`src/rwpg_consts.svh`:
```
// Purpose: Constants for the register write protect gate
// Assumes: AHB-Lite byte addresses, one 32-bit word per register
// Notes:   Offsets, fields, key and reset values
`ifndef RWPG_CONSTS_SVH
`define RWPG_CONSTS_SVH

`define RWPG_ADDR_W          8
`define RWPG_OFF_CTRL        8'h00
`define RWPG_OFF_STATUS      8'h04
`define RWPG_OFF_CLK_REG     8'h10
`define RWPG_OFF_LP_REG      8'h14
`define RWPG_OFF_VD_REG      8'h18
`define RWPG_KEY             8'hA5
`define RWPG_KEY_MSB         15
`define RWPG_KEY_LSB         8
`define RWPG_BIT_CLK         0
`define RWPG_BIT_LP          1
`define RWPG_BIT_VD          3
`define RWPG_EN_MASK         8'h0B
`define RWPG_CTRL_RST        8'h00
`define RWPG_PROT_RST        16'h0000
`define RWPG_HSIZE_HALF      3'b001
`define RWPG_HSIZE_WORD      3'b010

`endif

```
`src/rwpg_pkg.sv`:
```
// Purpose: Types for the register write protect gate
// Assumes: Constants come from rwpg_consts.svh
// Notes:   Protected group selector
`default_nettype none
package rwpg_pkg;
  typedef enum logic [1:0] {
    RWPG_GRP_CLK  = 2'b00,
    RWPG_GRP_LP   = 2'b01,
    RWPG_GRP_VD   = 2'b11,
    RWPG_GRP_NONE = 2'b10
  } rwpg_grp_t;
endpackage : rwpg_pkg
`default_nettype wire

```
`src/rwpg_prot_reg.sv`:
```
// Purpose: One protected register with a write gate
// Assumes: Write strobe already decoded by the bus slave
// Notes:   Write lands only while the group enable is set
`default_nettype none
`include "rwpg_consts.svh"
module rwpg_prot_reg #(
  parameter int W = 16
) (
  input  wire logic         clk,
  input  wire logic         rst_n,
  input  wire logic         wr,
  input  wire logic         allow,
  input  wire logic [W-1:0] wdata,
  output logic      [W-1:0] q,
  output logic              blocked
);
  logic [W-1:0] q_ff;
  logic         blk_ff;
  wire          take = wr & allow;

  always_ff @(posedge clk)
  begin
    if (!rst_n)
    begin
      q_ff   <= W'(`RWPG_PROT_RST);
      blk_ff <= 1'b0;
    end
    else
    begin
      if (take)
        q_ff <= wdata;
      blk_ff <= wr & ~allow;
    end
  end

  assign q       = q_ff;
  assign blocked = blk_ff;
endmodule : rwpg_prot_reg
`default_nettype wire

```
`src/rwpg_top.sv`:
```
// Purpose: Write protect control register and its three gated register groups
// Assumes: Single AHB-Lite master, single word or halfword transfers
// Notes:   Zero wait states, OKAY always, unmapped reads return zero
//          Reads forward the result of a write still in its data phase
`default_nettype none
`include "rwpg_consts.svh"

// Functional notes
// - Writes to critical registers are blocked while their protection is active.
// - Control writes take effect only as 16-bit access with A5h upper byte.
// - Bit 0 gates writes to the clock generation registers.
// - Bit 1 gates writes to the low-power mode registers.
// - Bit 3 gates writes to the voltage detection registers.
module rwpg_top #(
  parameter int REG_W = 16
) (
  input  wire logic              clk,
  input  wire logic              rst_n,
  input  wire logic              hsel,
  input  wire logic [31:0]       haddr,
  input  wire logic [1:0]        htrans,
  input  wire logic              hwrite,
  input  wire logic [2:0]        hsize,
  input  wire logic [31:0]       hwdata,
  input  wire logic              hready,
  output logic      [31:0]       hrdata,
  output logic                   hreadyout,
  output logic                   hresp,
  output logic      [REG_W-1:0]  clk_reg_q,
  output logic      [REG_W-1:0]  lp_reg_q,
  output logic      [REG_W-1:0]  vd_reg_q,
  output logic                   clock_regs_write_enable,
  output logic                   lowpower_regs_write_enable,
  output logic                   voltage_detect_regs_write_enable
);

  // ----------------------------------------------------------------
  // Address phase capture
  // ----------------------------------------------------------------
  logic [`RWPG_ADDR_W-1:0] addr_ff;
  logic                    wr_ff;
  logic                    rd_ff;
  logic [2:0]              size_ff;
  logic [7:0]              ctrl_ff;
  logic [31:0]             rdata_ff;
  logic [2:0]              blk_ff;
  logic [2:0]              blk_now;

  // Address, direction and size are held for the data phase, when hwdata arrives
  wire act = hsel & hready & htrans[1];
  wire [`RWPG_ADDR_W-1:0] a_in = haddr[`RWPG_ADDR_W-1:0];

  always_ff @(posedge clk)
  begin
    if (!rst_n)
    begin
      addr_ff <= '0;
      wr_ff   <= 1'b0;
      rd_ff   <= 1'b0;
      size_ff <= 3'b000;
    end
    else
    begin
      addr_ff <= a_in;
      wr_ff   <= act & hwrite;
      rd_ff   <= act & ~hwrite;
      size_ff <= hsize;
    end
  end

  // ----------------------------------------------------------------
  // Write decode
  // ----------------------------------------------------------------
  function automatic logic hit(input logic [`RWPG_ADDR_W-1:0] a,
                               input logic [`RWPG_ADDR_W-1:0] off);
    hit = (a == off);
  endfunction : hit

  // Key and new enables share one halfword; word or byte stores are dropped
  wire key_ok   = (hwdata[`RWPG_KEY_MSB:`RWPG_KEY_LSB] == `RWPG_KEY);
  wire size_ok  = (size_ff == `RWPG_HSIZE_HALF);
  wire ctrl_wr  = wr_ff & hit(addr_ff, `RWPG_OFF_CTRL) & size_ok & key_ok;
  wire [7:0] nxt_ctrl = hwdata[7:0] & `RWPG_EN_MASK;

  // ----------------------------------------------------------------
  // Protected group decode
  // ----------------------------------------------------------------
  // Only these three offsets belong to a protected group
  function automatic rwpg_pkg::rwpg_grp_t grp_of(input logic [`RWPG_ADDR_W-1:0] a);
    unique case (a)
      `RWPG_OFF_CLK_REG: grp_of = rwpg_pkg::RWPG_GRP_CLK;
      `RWPG_OFF_LP_REG:  grp_of = rwpg_pkg::RWPG_GRP_LP;
      `RWPG_OFF_VD_REG:  grp_of = rwpg_pkg::RWPG_GRP_VD;
      default:           grp_of = rwpg_pkg::RWPG_GRP_NONE;
    endcase
  endfunction : grp_of

  rwpg_pkg::rwpg_grp_t wr_grp;
  assign wr_grp = grp_of(addr_ff);

  wire clk_wr = wr_ff & (wr_grp == rwpg_pkg::RWPG_GRP_CLK);
  wire lp_wr  = wr_ff & (wr_grp == rwpg_pkg::RWPG_GRP_LP);
  wire vd_wr  = wr_ff & (wr_grp == rwpg_pkg::RWPG_GRP_VD);

  always_ff @(posedge clk)
  begin
    if (!rst_n)
      ctrl_ff <= `RWPG_CTRL_RST;
    else if (ctrl_wr)
      ctrl_ff <= nxt_ctrl;
  end

  // Enables come straight from the control flops, one edge after the key write
  assign clock_regs_write_enable          = ctrl_ff[`RWPG_BIT_CLK];
  assign lowpower_regs_write_enable       = ctrl_ff[`RWPG_BIT_LP];
  assign voltage_detect_regs_write_enable = ctrl_ff[`RWPG_BIT_VD];

  // ----------------------------------------------------------------
  // Protected groups
  // ----------------------------------------------------------------
  // Each group is gated by its enable as it stood before this write
  rwpg_prot_reg #(.W(REG_W)) u_clk (
    .clk     (clk),
    .rst_n   (rst_n),
    .wr      (clk_wr),
    .allow   (clock_regs_write_enable),
    .wdata   (hwdata[REG_W-1:0]),
    .q       (clk_reg_q),
    .blocked (blk_now[0])
  );

  rwpg_prot_reg #(.W(REG_W)) u_lp (
    .clk     (clk),
    .rst_n   (rst_n),
    .wr      (lp_wr),
    .allow   (lowpower_regs_write_enable),
    .wdata   (hwdata[REG_W-1:0]),
    .q       (lp_reg_q),
    .blocked (blk_now[1])
  );

  rwpg_prot_reg #(.W(REG_W)) u_vd (
    .clk     (clk),
    .rst_n   (rst_n),
    .wr      (vd_wr),
    .allow   (voltage_detect_regs_write_enable),
    .wdata   (hwdata[REG_W-1:0]),
    .q       (vd_reg_q),
    .blocked (blk_now[2])
  );

  // ----------------------------------------------------------------
  // Sticky blocked-write status, cleared by writing ones
  // ----------------------------------------------------------------
  // blk_now lags the refused write by one edge; an attempt that meets a
  // clear in the same cycle survives it
  wire       st_wr   = wr_ff & hit(addr_ff, `RWPG_OFF_STATUS);
  wire [2:0] st_clr  = st_wr ? hwdata[2:0] : 3'b000;
  wire [2:0] nxt_blk = (blk_ff & ~st_clr) | blk_now;

  always_ff @(posedge clk)
  begin
    if (!rst_n)
      blk_ff <= 3'b000;
    else
      blk_ff <= nxt_blk;
  end

  // ----------------------------------------------------------------
  // Read-after-write forwarding
  // ----------------------------------------------------------------
  // A read whose address phase meets a write's data phase must return
  // what that write leaves behind, so the read mux looks one edge ahead
  function automatic logic [REG_W-1:0] fwd(input logic             we,
                                           input logic [REG_W-1:0] nv,
                                           input logic [REG_W-1:0] ov);
    fwd = we ? nv : ov;
  endfunction : fwd

  // Refused writes of the current data phase, not yet in blk_now
  wire [2:0]       blk_evt   = {vd_wr & ~voltage_detect_regs_write_enable,
                                lp_wr & ~lowpower_regs_write_enable,
                                clk_wr & ~clock_regs_write_enable};
  wire [7:0]       ctrl_view = ctrl_wr ? nxt_ctrl : ctrl_ff;
  wire [2:0]       st_view   = nxt_blk | blk_evt;

  wire [REG_W-1:0] clk_view  = fwd(clk_wr & clock_regs_write_enable,
                                   hwdata[REG_W-1:0], clk_reg_q);
  wire [REG_W-1:0] lp_view   = fwd(lp_wr & lowpower_regs_write_enable,
                                   hwdata[REG_W-1:0], lp_reg_q);
  wire [REG_W-1:0] vd_view   = fwd(vd_wr & voltage_detect_regs_write_enable,
                                   hwdata[REG_W-1:0], vd_reg_q);

  // ----------------------------------------------------------------
  // Read path
  // ----------------------------------------------------------------
  // Read data is captured at the address-phase edge, so the slave
  // never needs a wait state
  wire rd_addr = act & ~hwrite;
  wire [31:0] rd_mux =
      hit(a_in, `RWPG_OFF_CTRL)    ? {24'h00_0000, ctrl_view} :
      hit(a_in, `RWPG_OFF_STATUS)  ? {29'h000_0000, st_view} :
      hit(a_in, `RWPG_OFF_CLK_REG) ? 32'(clk_view) :
      hit(a_in, `RWPG_OFF_LP_REG)  ? 32'(lp_view) :
      hit(a_in, `RWPG_OFF_VD_REG)  ? 32'(vd_view) :
      32'h0000_0000;

  always_ff @(posedge clk)
  begin
    if (!rst_n)
      rdata_ff <= 32'h0000_0000;
    else if (rd_addr)
      rdata_ff <= rd_mux;
  end

  assign hrdata    = rdata_ff;
  // No wait states and no error response
  assign hreadyout = 1'b1;
  assign hresp     = 1'b0;

endmodule : rwpg_top
`default_nettype wire
```
`config.mk`:
```
export PLATFORM = sky130hd
export DESIGN_NAME = rwpg_top
export DESIGN_NICKNAME = d
export VERILOG_FILES = /design/src/rwpg_pkg.sv /design/src/rwpg_prot_reg.sv /design/src/rwpg_top.sv
export VERILOG_INCLUDE_DIRS = /design/src /design/src/src
export SDC_FILE = /design/constraint.sdc
export NUM_CORES = 1
export LEC_CHECK = 0
export ABC_CLOCK_PERIOD_IN_PS = 2900
export BUFFER_PORTS_ARGS = -buffer_cell sky130_fd_sc_hd__buf_4
export CAP_MARGIN = 20
export CORE_MARGIN = 1
export CORE_UTILIZATION = 35
export CTS_BUF_LIST = sky130_fd_sc_hd__clkbuf_16
export CTS_CLUSTER_SIZE = 28
export DETAILED_ROUTE_END_ITERATION = 7
export GPL_TIMING_DRIVEN = 0
export SLEW_MARGIN = 20
export SYNTH_ARGS = -nofsm -noshare
export SYNTH_HDL_FRONTEND = slang
export SYNTH_SLANG_ARGS = --single-unit
export TNS_END_PERCENT = 30
```
`constraint.sdc`:
```
create_clock -name clk -period 2.9 [get_ports clk]
set_input_delay 0.145 -clock clk [delete_from_list [all_inputs] [get_ports clk]]
set_output_delay 0.145 -clock clk [all_outputs]
set_load 0.05 [all_outputs]
```
; Yosys cells after proc, flatten, opt, wreduce, memory -nomap -nowiden
; Index checks and enable logic that the tools add are counted.
[word_totals]
reg_bits = 106
latch_bits = 0
ramBits = 0
mem_bits_ro = 0
inputBits = 74
out_inout_bits = 85
wordCells = 63
memories = 0
[classes]
addsub = 0
n_mul = 0
div_mod_pow = 0
n_lt_le_gt_ge = 0
n_eq_ne = 12
shift = 0
n_mux = 11
bitwise = 25
reduce_logical = 3
[op_table]
columns = op, n
row1 = 16-bit 2-to-1 mux, 8
row2 = "8-bit by 5-bit equality test with 1-bit output, second input constant", 6
row3 = 1-bit bitwise AND, 17
row4 = "8-bit by 3-bit equality test with 1-bit output, second input constant", 2
row5 = 8-bit zero test, 2
row6 = "8-bit equality test, second input constant", 1
row7 = 8-bit 2-to-1 mux, 1
row8 = 3-bit bitwise OR, 2
row9 = 2-bit one-hot mux with 3 select lines, 1
row10 = 1-bit NOT, 4
row11 = 3-bit bitwise AND, 1
row12 = "3-bit by 1-bit equality test with 1-bit output, second input constant", 1
row13 = 3-bit 2-to-1 mux, 1
row14 = 3-bit NOT, 1
row15 = "2-bit by 1-bit equality test with 1-bit output, second input constant", 1
row16 = "2-bit equality test, second input constant", 1
row17 = 2-bit zero test, 1

; Logic depth before layout (Yosys ltp)
; Gate-level depths: netlist (run 1).
[depth]
ltp_word = 11
depth_mapped = 8
mapped_depth_nobuf = 5

; By module
; A second synthesis (run 1) with hierarchy kept.
[unflattened]
cells_unflattened = 509
hier_area_um2 = 4555.6
[modules_own_cells]
columns = module, instances, cells_each, area_per_inst_um2, seq_area_each_um2
row1 = rwpg_top, 1, 278, 2464.9, 780.7
row2 = rwpg_prot_reg, 3, 77, 696.9, 340.3

; Worst setup path before layout (run 1)
; OpenSTA, ideal clock, no wires.
[synth_path]
path_type = register -> register
from = register addr_ff[5]
to = register rdata_ff[3], in the netlist hrdata[3]
setup_ns = 0.134
t_arrival_ns = 2.212
required_ns = 2.766
path_slack_ns = 0.554
stages_incl_launch_ff = 7
path_buffers = 1
period_less_slack_ns = 2.346
path_cell_list = dfxtp_1 > or4b_1 > buf_4 > nor4_4 > mux2i_1 > nor4_1 > or4b_1
[synth_between]
elab_chain_cells = 11
word_cells_on_any_way = 26
cone_classes = eq/ne: 5 / mux: 10 / bitwise: 9 / reduce/logical: 2
[synth_lines]
columns = element, line
row1 = start: declaration, rwpg_top.sv:40  ; logic [`RWPG_ADDR_W-1:0] addr_ff;
row2 = start signal: assignment, rwpg_top.sv:64  ; addr_ff <= a_in;
row3 = 8-bit by 5-bit equality test with 1-bit output, rwpg_top.sv:90  ; unique case (a)
row4 = 2-bit one-hot mux with 3 select lines, rwpg_top.sv:90
row5 = 2-bit equality test, rwpg_top.sv:103  ; wire vd_wr = wr_ff & (wr_grp == rwpg_pkg::RWPG_GRP_VD);
row6 = 1-bit bitwise AND, rwpg_top.sv:103
row7 = 1-bit bitwise AND, rwpg_top.sv:191  ; wire [REG_W-1:0] vd_view = fwd(vd_wr & voltage_detect_regs_write_enable,
row8 = 16-bit 2-to-1 mux, rwpg_top.sv:177  ; fwd = we ? nv : ov;
row9 = 16-bit 2-to-1 mux, rwpg_top.sv:205  ; hit(a_in, `RWPG_OFF_VD_REG) ? 32'(vd_view) :
row10 = 16-bit 2-to-1 mux, rwpg_top.sv:204  ; hit(a_in, `RWPG_OFF_LP_REG) ? 32'(lp_view) :
row11 = 16-bit 2-to-1 mux, rwpg_top.sv:203  ; hit(a_in, `RWPG_OFF_CLK_REG) ? 32'(clk_view) :
row12 = 16-bit 2-to-1 mux, rwpg_top.sv:202  ; hit(a_in, `RWPG_OFF_STATUS) ? {29'h000_0000, st_view} :
row13 = 16-bit 2-to-1 mux (*), rwpg_top.sv:201  ; hit(a_in, `RWPG_OFF_CTRL) ? {24'h00_0000, ctrl_view} :
row14 = end signal: assignment, rwpg_top.sv:213  ; rdata_ff <= rd_mux;
row15 = end: declaration, rwpg_top.sv:45  ; logic [31:0] rdata_ff;
; Mark *: on every way between the ends. The rest lies on a longest branch, timed or not.
; A chain may end at the register's enable or synchronous reset.

; Final worst setup path (run 1)
[layout_path]
from = register addr_ff[4]
to = register rdata_ff[6], in the netlist hrdata[6]
; Same word-level chain as after synthesis.

==> metrics.txt, run 1 <==
status completed; cell internal pwr 1.972 mW; Hold WC Path Type primary input to flop; IO Pins 159; final hold vios 0; sequential element share of the synthesized area 45.34%; post_cts resized 0; Peak VDD IR 0.3687 mV; final net count 608; Synth Area in XOR/XNOR 0%; Routability Congestion 0.8746; Critical Path End Type flop; Clock power frac 43.7%; worst-margin pin slew 901.6 ps; switch share 23.99%; P_leak 2.202 nW; hold path startpoint hsize[2]; Async SR Flop Fraction 0%; Clock Tree Buf Depth 2; CTS tree yes; syn_area_per_cell 9.788 um2; Synth Area in Adders 0%; Distinct cells, synth 52; antenna viol nets, final 0; Synth Flop Type dfxtp_1; initial drt markers 145; antenna cells 0; DP HPWL 8903 um; FF-to-FF End hrdata[6]; combinational share of power 7.9%; Max Cap Violations 0; total routed wirelength 11,820 um; critical path class flop to flop; Clock Tree Root clkbuf_16; Area after DPL 4959 um2; H-tree levels 3; mux share of post-synthesis cell area 11.62%; Detailed Routing Iterations Pass 1 4; Die Ht 108.6 um; row count 38; Worst Skew 6.601 ps; Num CTS Buffers 9; largest family of logic cells by synthesized area simple AND/OR/NAND/NOR gates; GRT overflow 0; hold path cells 2; port buffer count 99; area grow syn2layout 32.53%; FMAX 361.6 MHz; Die Area 11,780 um2; FF-to-FF setup slack 130 ps; Clock transition at path regs 60 ps; Layout fillers 1,050; via count 3,596; Final Instance Area 5266 um2; vias in the first global route 3,415; endpoint of the worst hold path size_ff[2]; Syn Inst Count 406; gr usage total 20.76%; Critical Path Source addr_ff[4]; sw power 622.3 uW; routed length per placed instance 17.41 um; Sinks on Clock Net 90; Worst Setup Start Kind flop; Reg power frac 48.3%; #FFs+latches synth 90; RSZ-0062 raised after global routing true; Synth Area in Compound Gates 15.05%; worst r2r src addr_ff[4]; Final Slew Violations 0; layout cells sized above 1 31.91%; Final Util 48.16%; Tcrit/Tclk final 95.37%; Finish-stage setup viols 0; CP Max Fanout 10; largest net degree at the start of global routing 15; r2r worst-path depth 8; first-pass GRT wire length 18,250 um; later-pin clock latency in the skew report 340 ps; number of synthesized flops with an enable pin 0; synth warn 0; # DRC 0; CORE AREA 10,940 um2; die width 108.6 um; Final min period 2766 ps; antenna violations before repair 0; Post-Synth Simple-Gate Area 21.03%; WP data arrival 2980 ps; Slew headroom 39.67%; via/cell ratio 5.296; Req. time, crit path 3110 ps; Initial Util 36.34%; PwrDens 492.6 nW/um2; post-synthesis cell area 3974 um2
what timing repair did:
item / 4_1_cts / 5_1_grt
setup endpoints to repair: 0 / 3
hold buffers: 0 / 0
setup buffers: 0 / 2
how the worst max path moves through the flow:
stage | endpoint | slack, ps | depth (start not counted)
2_1_floorplan | hrdata[3] | 550 | 6
3_3_place_gp | hrdata[0] | 80 | 7
3_5_place_dp | hrdata[1] | 70 | 7
4_1_cts | hrdata[1] | 70 | 7
5_1_grt | hrdata[5] | -10 | 8
6_report | hrdata[6] | 130 | 8
metrics by stage:
stage          setup WS [ps]  setup TNS, ps  hold slack (ps)  power (mW)  cells
2_1_floorplan          553.6              0            258.8       1.406    422
3_3_place_gp           84.41              0            368.3       1.483    661
3_5_place_dp           70.95              0            362.8       1.485    661
4_1_cts                68.59              0            11.81       2.606    677
5_1_grt               -13.79         -13.79            19.67       2.681    679
6_report               134.2              0            16.13       2.594    679
critical path, stage by stage, from the launching register on:
cell and delay, ps:
dfxtp_1 300, buf_2 210, or4b_1 450, clkbuf_1 200, nor3_2 500, buf_4 350
mux2i_1 270, a2bb2oi_1 240, a21oi_1 100
cell usage in the layout, fill, tap and decap left out, types with 3 or more instances in the layout:
master       n
and4_1       3
o31ai_1      7
clkinv_1     4
clkbuf_1    16
conb_1      18
dfxtp_1     90
inv_1        7
nor2_1      33
nand4_1     11
nor4_1       4
nor4b_1      3
buf_4      122
a22oi_1     11
nand2_1      7
a21oi_1     18
mux2i_1     18
mux2_2      25
nand3_1      4
or4b_1       5
clkbuf_16    9
o21ai_1      3
and2_1      37
nand2b_1     3
o21ai_0     13
a2bb2oi_1    9
and3_1       9
a221oi_1     6
cell usage after synthesis, drive strengths merged, types with 7 or more instances:
cell,number,area (um2)
a21oi,18,90.09
a22oi,11,82.58
a2bb2oi,9,78.83
and2,37,231.5
and3,9,56.30
buf,24,178.9
clkbuf,16,60.06
dfxtp,90,1802
mux2,25,281.5
mux2i,18,180.2
nand2,7,26.28
nand4,11,68.82
nor2,33,123.9
o21ai,17,88.83
o31ai,7,52.55
sequential cells by signal, summed over array words and instances, names as in the netlist:
name	flops
u_lp.q	16
wr_ff	1
ctrl_ff	8
u_clk.blocked	1
hrdata	16
blk_ff	3
u_clk.q	16
size_ff	3
u_vd.blocked	1
u_lp.blocked	1
addr_ff	8
u_vd.q	16
power by group through the flow:
stage          registers (mW)  clock network [mW]  logic (mW)
5_1_grt                  1.25                1.21       0.221
3_5_place_dp             1.28                   0       0.204
2_1_floorplan            1.29                   0       0.121
4_1_cts                  1.25                1.15       0.204
6_report                 1.25                1.13       0.206
3_3_place_gp             1.28                   0       0.203
layer usage:
metal / track usage (%) / up-vias / wire length, um
met5: 0 / - / 0
met4: 9.846 / 0 / 287
met3: 5.606 / 21 / 932
met2: 32.41 / 142 / 5340
met1: 26.44 / 1710 / 5263
li1: - / 1723 / -
layout make-up:
type,count,area [um2],share of cell area [%]
buffer,40,239.0,4.538
clock buffer,9,225.2,4.277
clock inverter,7,61.31,1.164
inverter,8,30.03,0.5702
multi-input combinational,284,1976,37.51
sequential,90,1802,34.21
tap,140,175.2,3.326
timing repair buffer,101,758.2,14.40
cells by family (layout without fill, tap and decap cells):
logic type      count (synthesis)  after routing
other cells                     2             18
simple gates                  137            137
mux                            43             43
compound gates                 86             86
buf+inv                        48            165
flops                          90             90
Power figures use the tool's default switching activity.
==> inputs of run 2 (changes only) <==
- ABC_CLOCK_PERIOD_IN_PS: 2900 -> 2400
- clock period: 2.9 -> 2.4 ns (I/O delays scaled with it)
==> run 2 against run 1 <==
Cell area is 3.0% higher. Hold slack worse by 4.4 ps. Sequential cell count stayed put. Setup slack worse by 47 ps. Clock power is 21% higher. Non-clock buffer count is 11 higher. Global-route usage is 0.39 points higher. Final cell count is 1.6% higher. Power is 21% higher. Maximum frequency is 20% higher. Sequential power is 22% higher.
==> metrics.txt, run 2 (synthesis results as in run 1) <==
antenna cells 0; capture point of the worst path hrdata[6]; Initial Util 36.34%; gr usage total 21.15%; Worst Skew 6.479 ps; hold path startpoint haddr[0]; setup slack at placement -429.0 ps; DP HPWL 8903 um; CP peak stage delay 530 ps; Worst Setup Start Kind flop; Clock Tree Root clkbuf_16; FMAX 432.4 MHz; IO Pins 159; Req. time, crit path 2610 ps; Critical Path Source addr_ff[4]; Tcrit/Tclk final 96.37%; CP Max Fanout 10; final hold vios 0; RSZ-0062 raised after global routing false; via/cell ratio 5.230; Clock Tree Buf Depth 2; commonest non-fill, non-tap cell in the layout buf_4; first-pass GRT wire length 18,620 um; antenna viol nets, final 0; hold path cells 2; antenna violations before repair 0; critical path, cell by cell buf_4 > or4b_4 > nor3_4 > buf_4 > mux2_2 > a2bb2oi_1 > a21oi_1; initial drt markers 149; area grow syn2layout 36.52%; P_leak 2.300 nW; Slowest cell on crit path or4b_4; Max Cap Violations 0; Detailed Routing Iterations Pass 1 5; FF-to-FF setup slack 90 ps; status completed; Num CTS Buffers 9; Hold WC Path Type primary input to flop; Final Slew Violations 0; CP dominant cell by count buf_4; worst r2r src addr_ff[4]; CTS tree yes; Die Ht 108.6 um; FF-to-FF End hrdata[6]; Reg power frac 48.1%; vias in the first global route 3,505; Routability Congestion 0.8746; WP data arrival 2520 ps; Sinks on Clock Net 90; Clock power frac 43.5%; later-pin clock latency in the skew report 340 ps; switch share 24.10%; critical path class flop to flop; # DRC 0; setup TNS after final layout 0 ps; PwrDens 580.7 nW/um2; Slew headroom 39.28%; largest net degree at the start of global routing 15; die width 108.6 um; r2r worst-path depth 7; routed length per placed instance 17.43 um; Final min period 2313 ps; port buffer count 99; leading cell types in the layout, fill and taps excluded buf_4, dfxtp_1, and2_1; combinational share of power 8.3%; total routed wirelength 12,020 um; GRT overflow 0; row count 38; cell internal pwr 2.391 mW; layout cells sized above 1 33.64%; via count 3,609; sw power 759.4 uW; Finish-stage setup viols 0; Die Area 11,780 um2; H-tree levels 3; final net count 619; worst-margin pin slew 907.5 ps; Peak VDD IR 0.4365 mV; CORE AREA 10,940 um2; Clock transition at path regs 60 ps; PnR worst setup slack 87.11 ps; Critical Path End Type flop
==> run 2: cell count changes in the layout (fill, tap and decap cells not counted), sizes merged <==
cell	before	now
buf	125	133
clkbuf	25	23
dlygate4sd3	0	5
==> run 2: how the worst min path moves through the flow <==
| stage | endpoint |
|---|---|
| after floorplan | wr_ff |
| after global placement | addr_ff[7] |
| after detailed placement | size_ff[2] |
| after CTS | addr_ff[1] |
| after global routing | addr_ff[0] |
| final | addr_ff[0] |
==> run 2: routing by layer <==
layer	share of wire, %	track usage (%)
met1	44	26.80
met5	0	0
met3	8.4	6.510
met2	46	33.54
met4	1.8	8.012
==> run 2: cell type report <==
class	instances	area [um2]
flip-flops and latches	90	1803
inverters	8	30.03
plain buffers	39	246.5
multi-input cells	284	2023
well taps	140	175.2
clock buffers	9	225.2
fillers	1035	5510
clock inverters	7	61.31
repair buffers	113	860.8
==> run 2: timing repair <==
action,in CTS,in global routing
setup buffers,7,2
hold buffers,4,1
endpoints found under the hold margin,4,1
pin swaps,4,3
gates cloned,0,0
setup endpoints to repair,48,14
resized for setup,7,9
==> run 2: critical path, delay by kind of cell, from the launching register on <==
family / cells / cell delay [ps]
simple gates: 2 / 760
buf+inv: 2 / 440
mux: 1 / 370
flops: 1 / 310
compound gates: 2 / 310
==> run 2: power by group through the flow <==
stage          Sequential (mW)  Clock (mW)  Combinational, mW
6_report                  1.52        1.37              0.262
5_1_grt                   1.52        1.46              0.280
3_3_place_gp              1.55           0              0.245
4_1_cts                   1.52        1.39              0.254
3_5_place_dp              1.55           0              0.247
2_1_floorplan             1.55           0              0.146
==> run 2: metrics by stage <==
stage                     utilization, %  area (um2)  hold WS [ps]  power (mW)  std cells
after detailed placement           45.34        4959         337.8       1.795        661
final                              49.61        5425         11.75       3.151        690
after global routing               49.61        5425         14.71       3.257        690
after floorplan                        -        4034         233.8       1.699        422
after global placement             45.29        4952         343.3       1.792        661
after CTS                          49.08        5368       0.02490       3.156        687
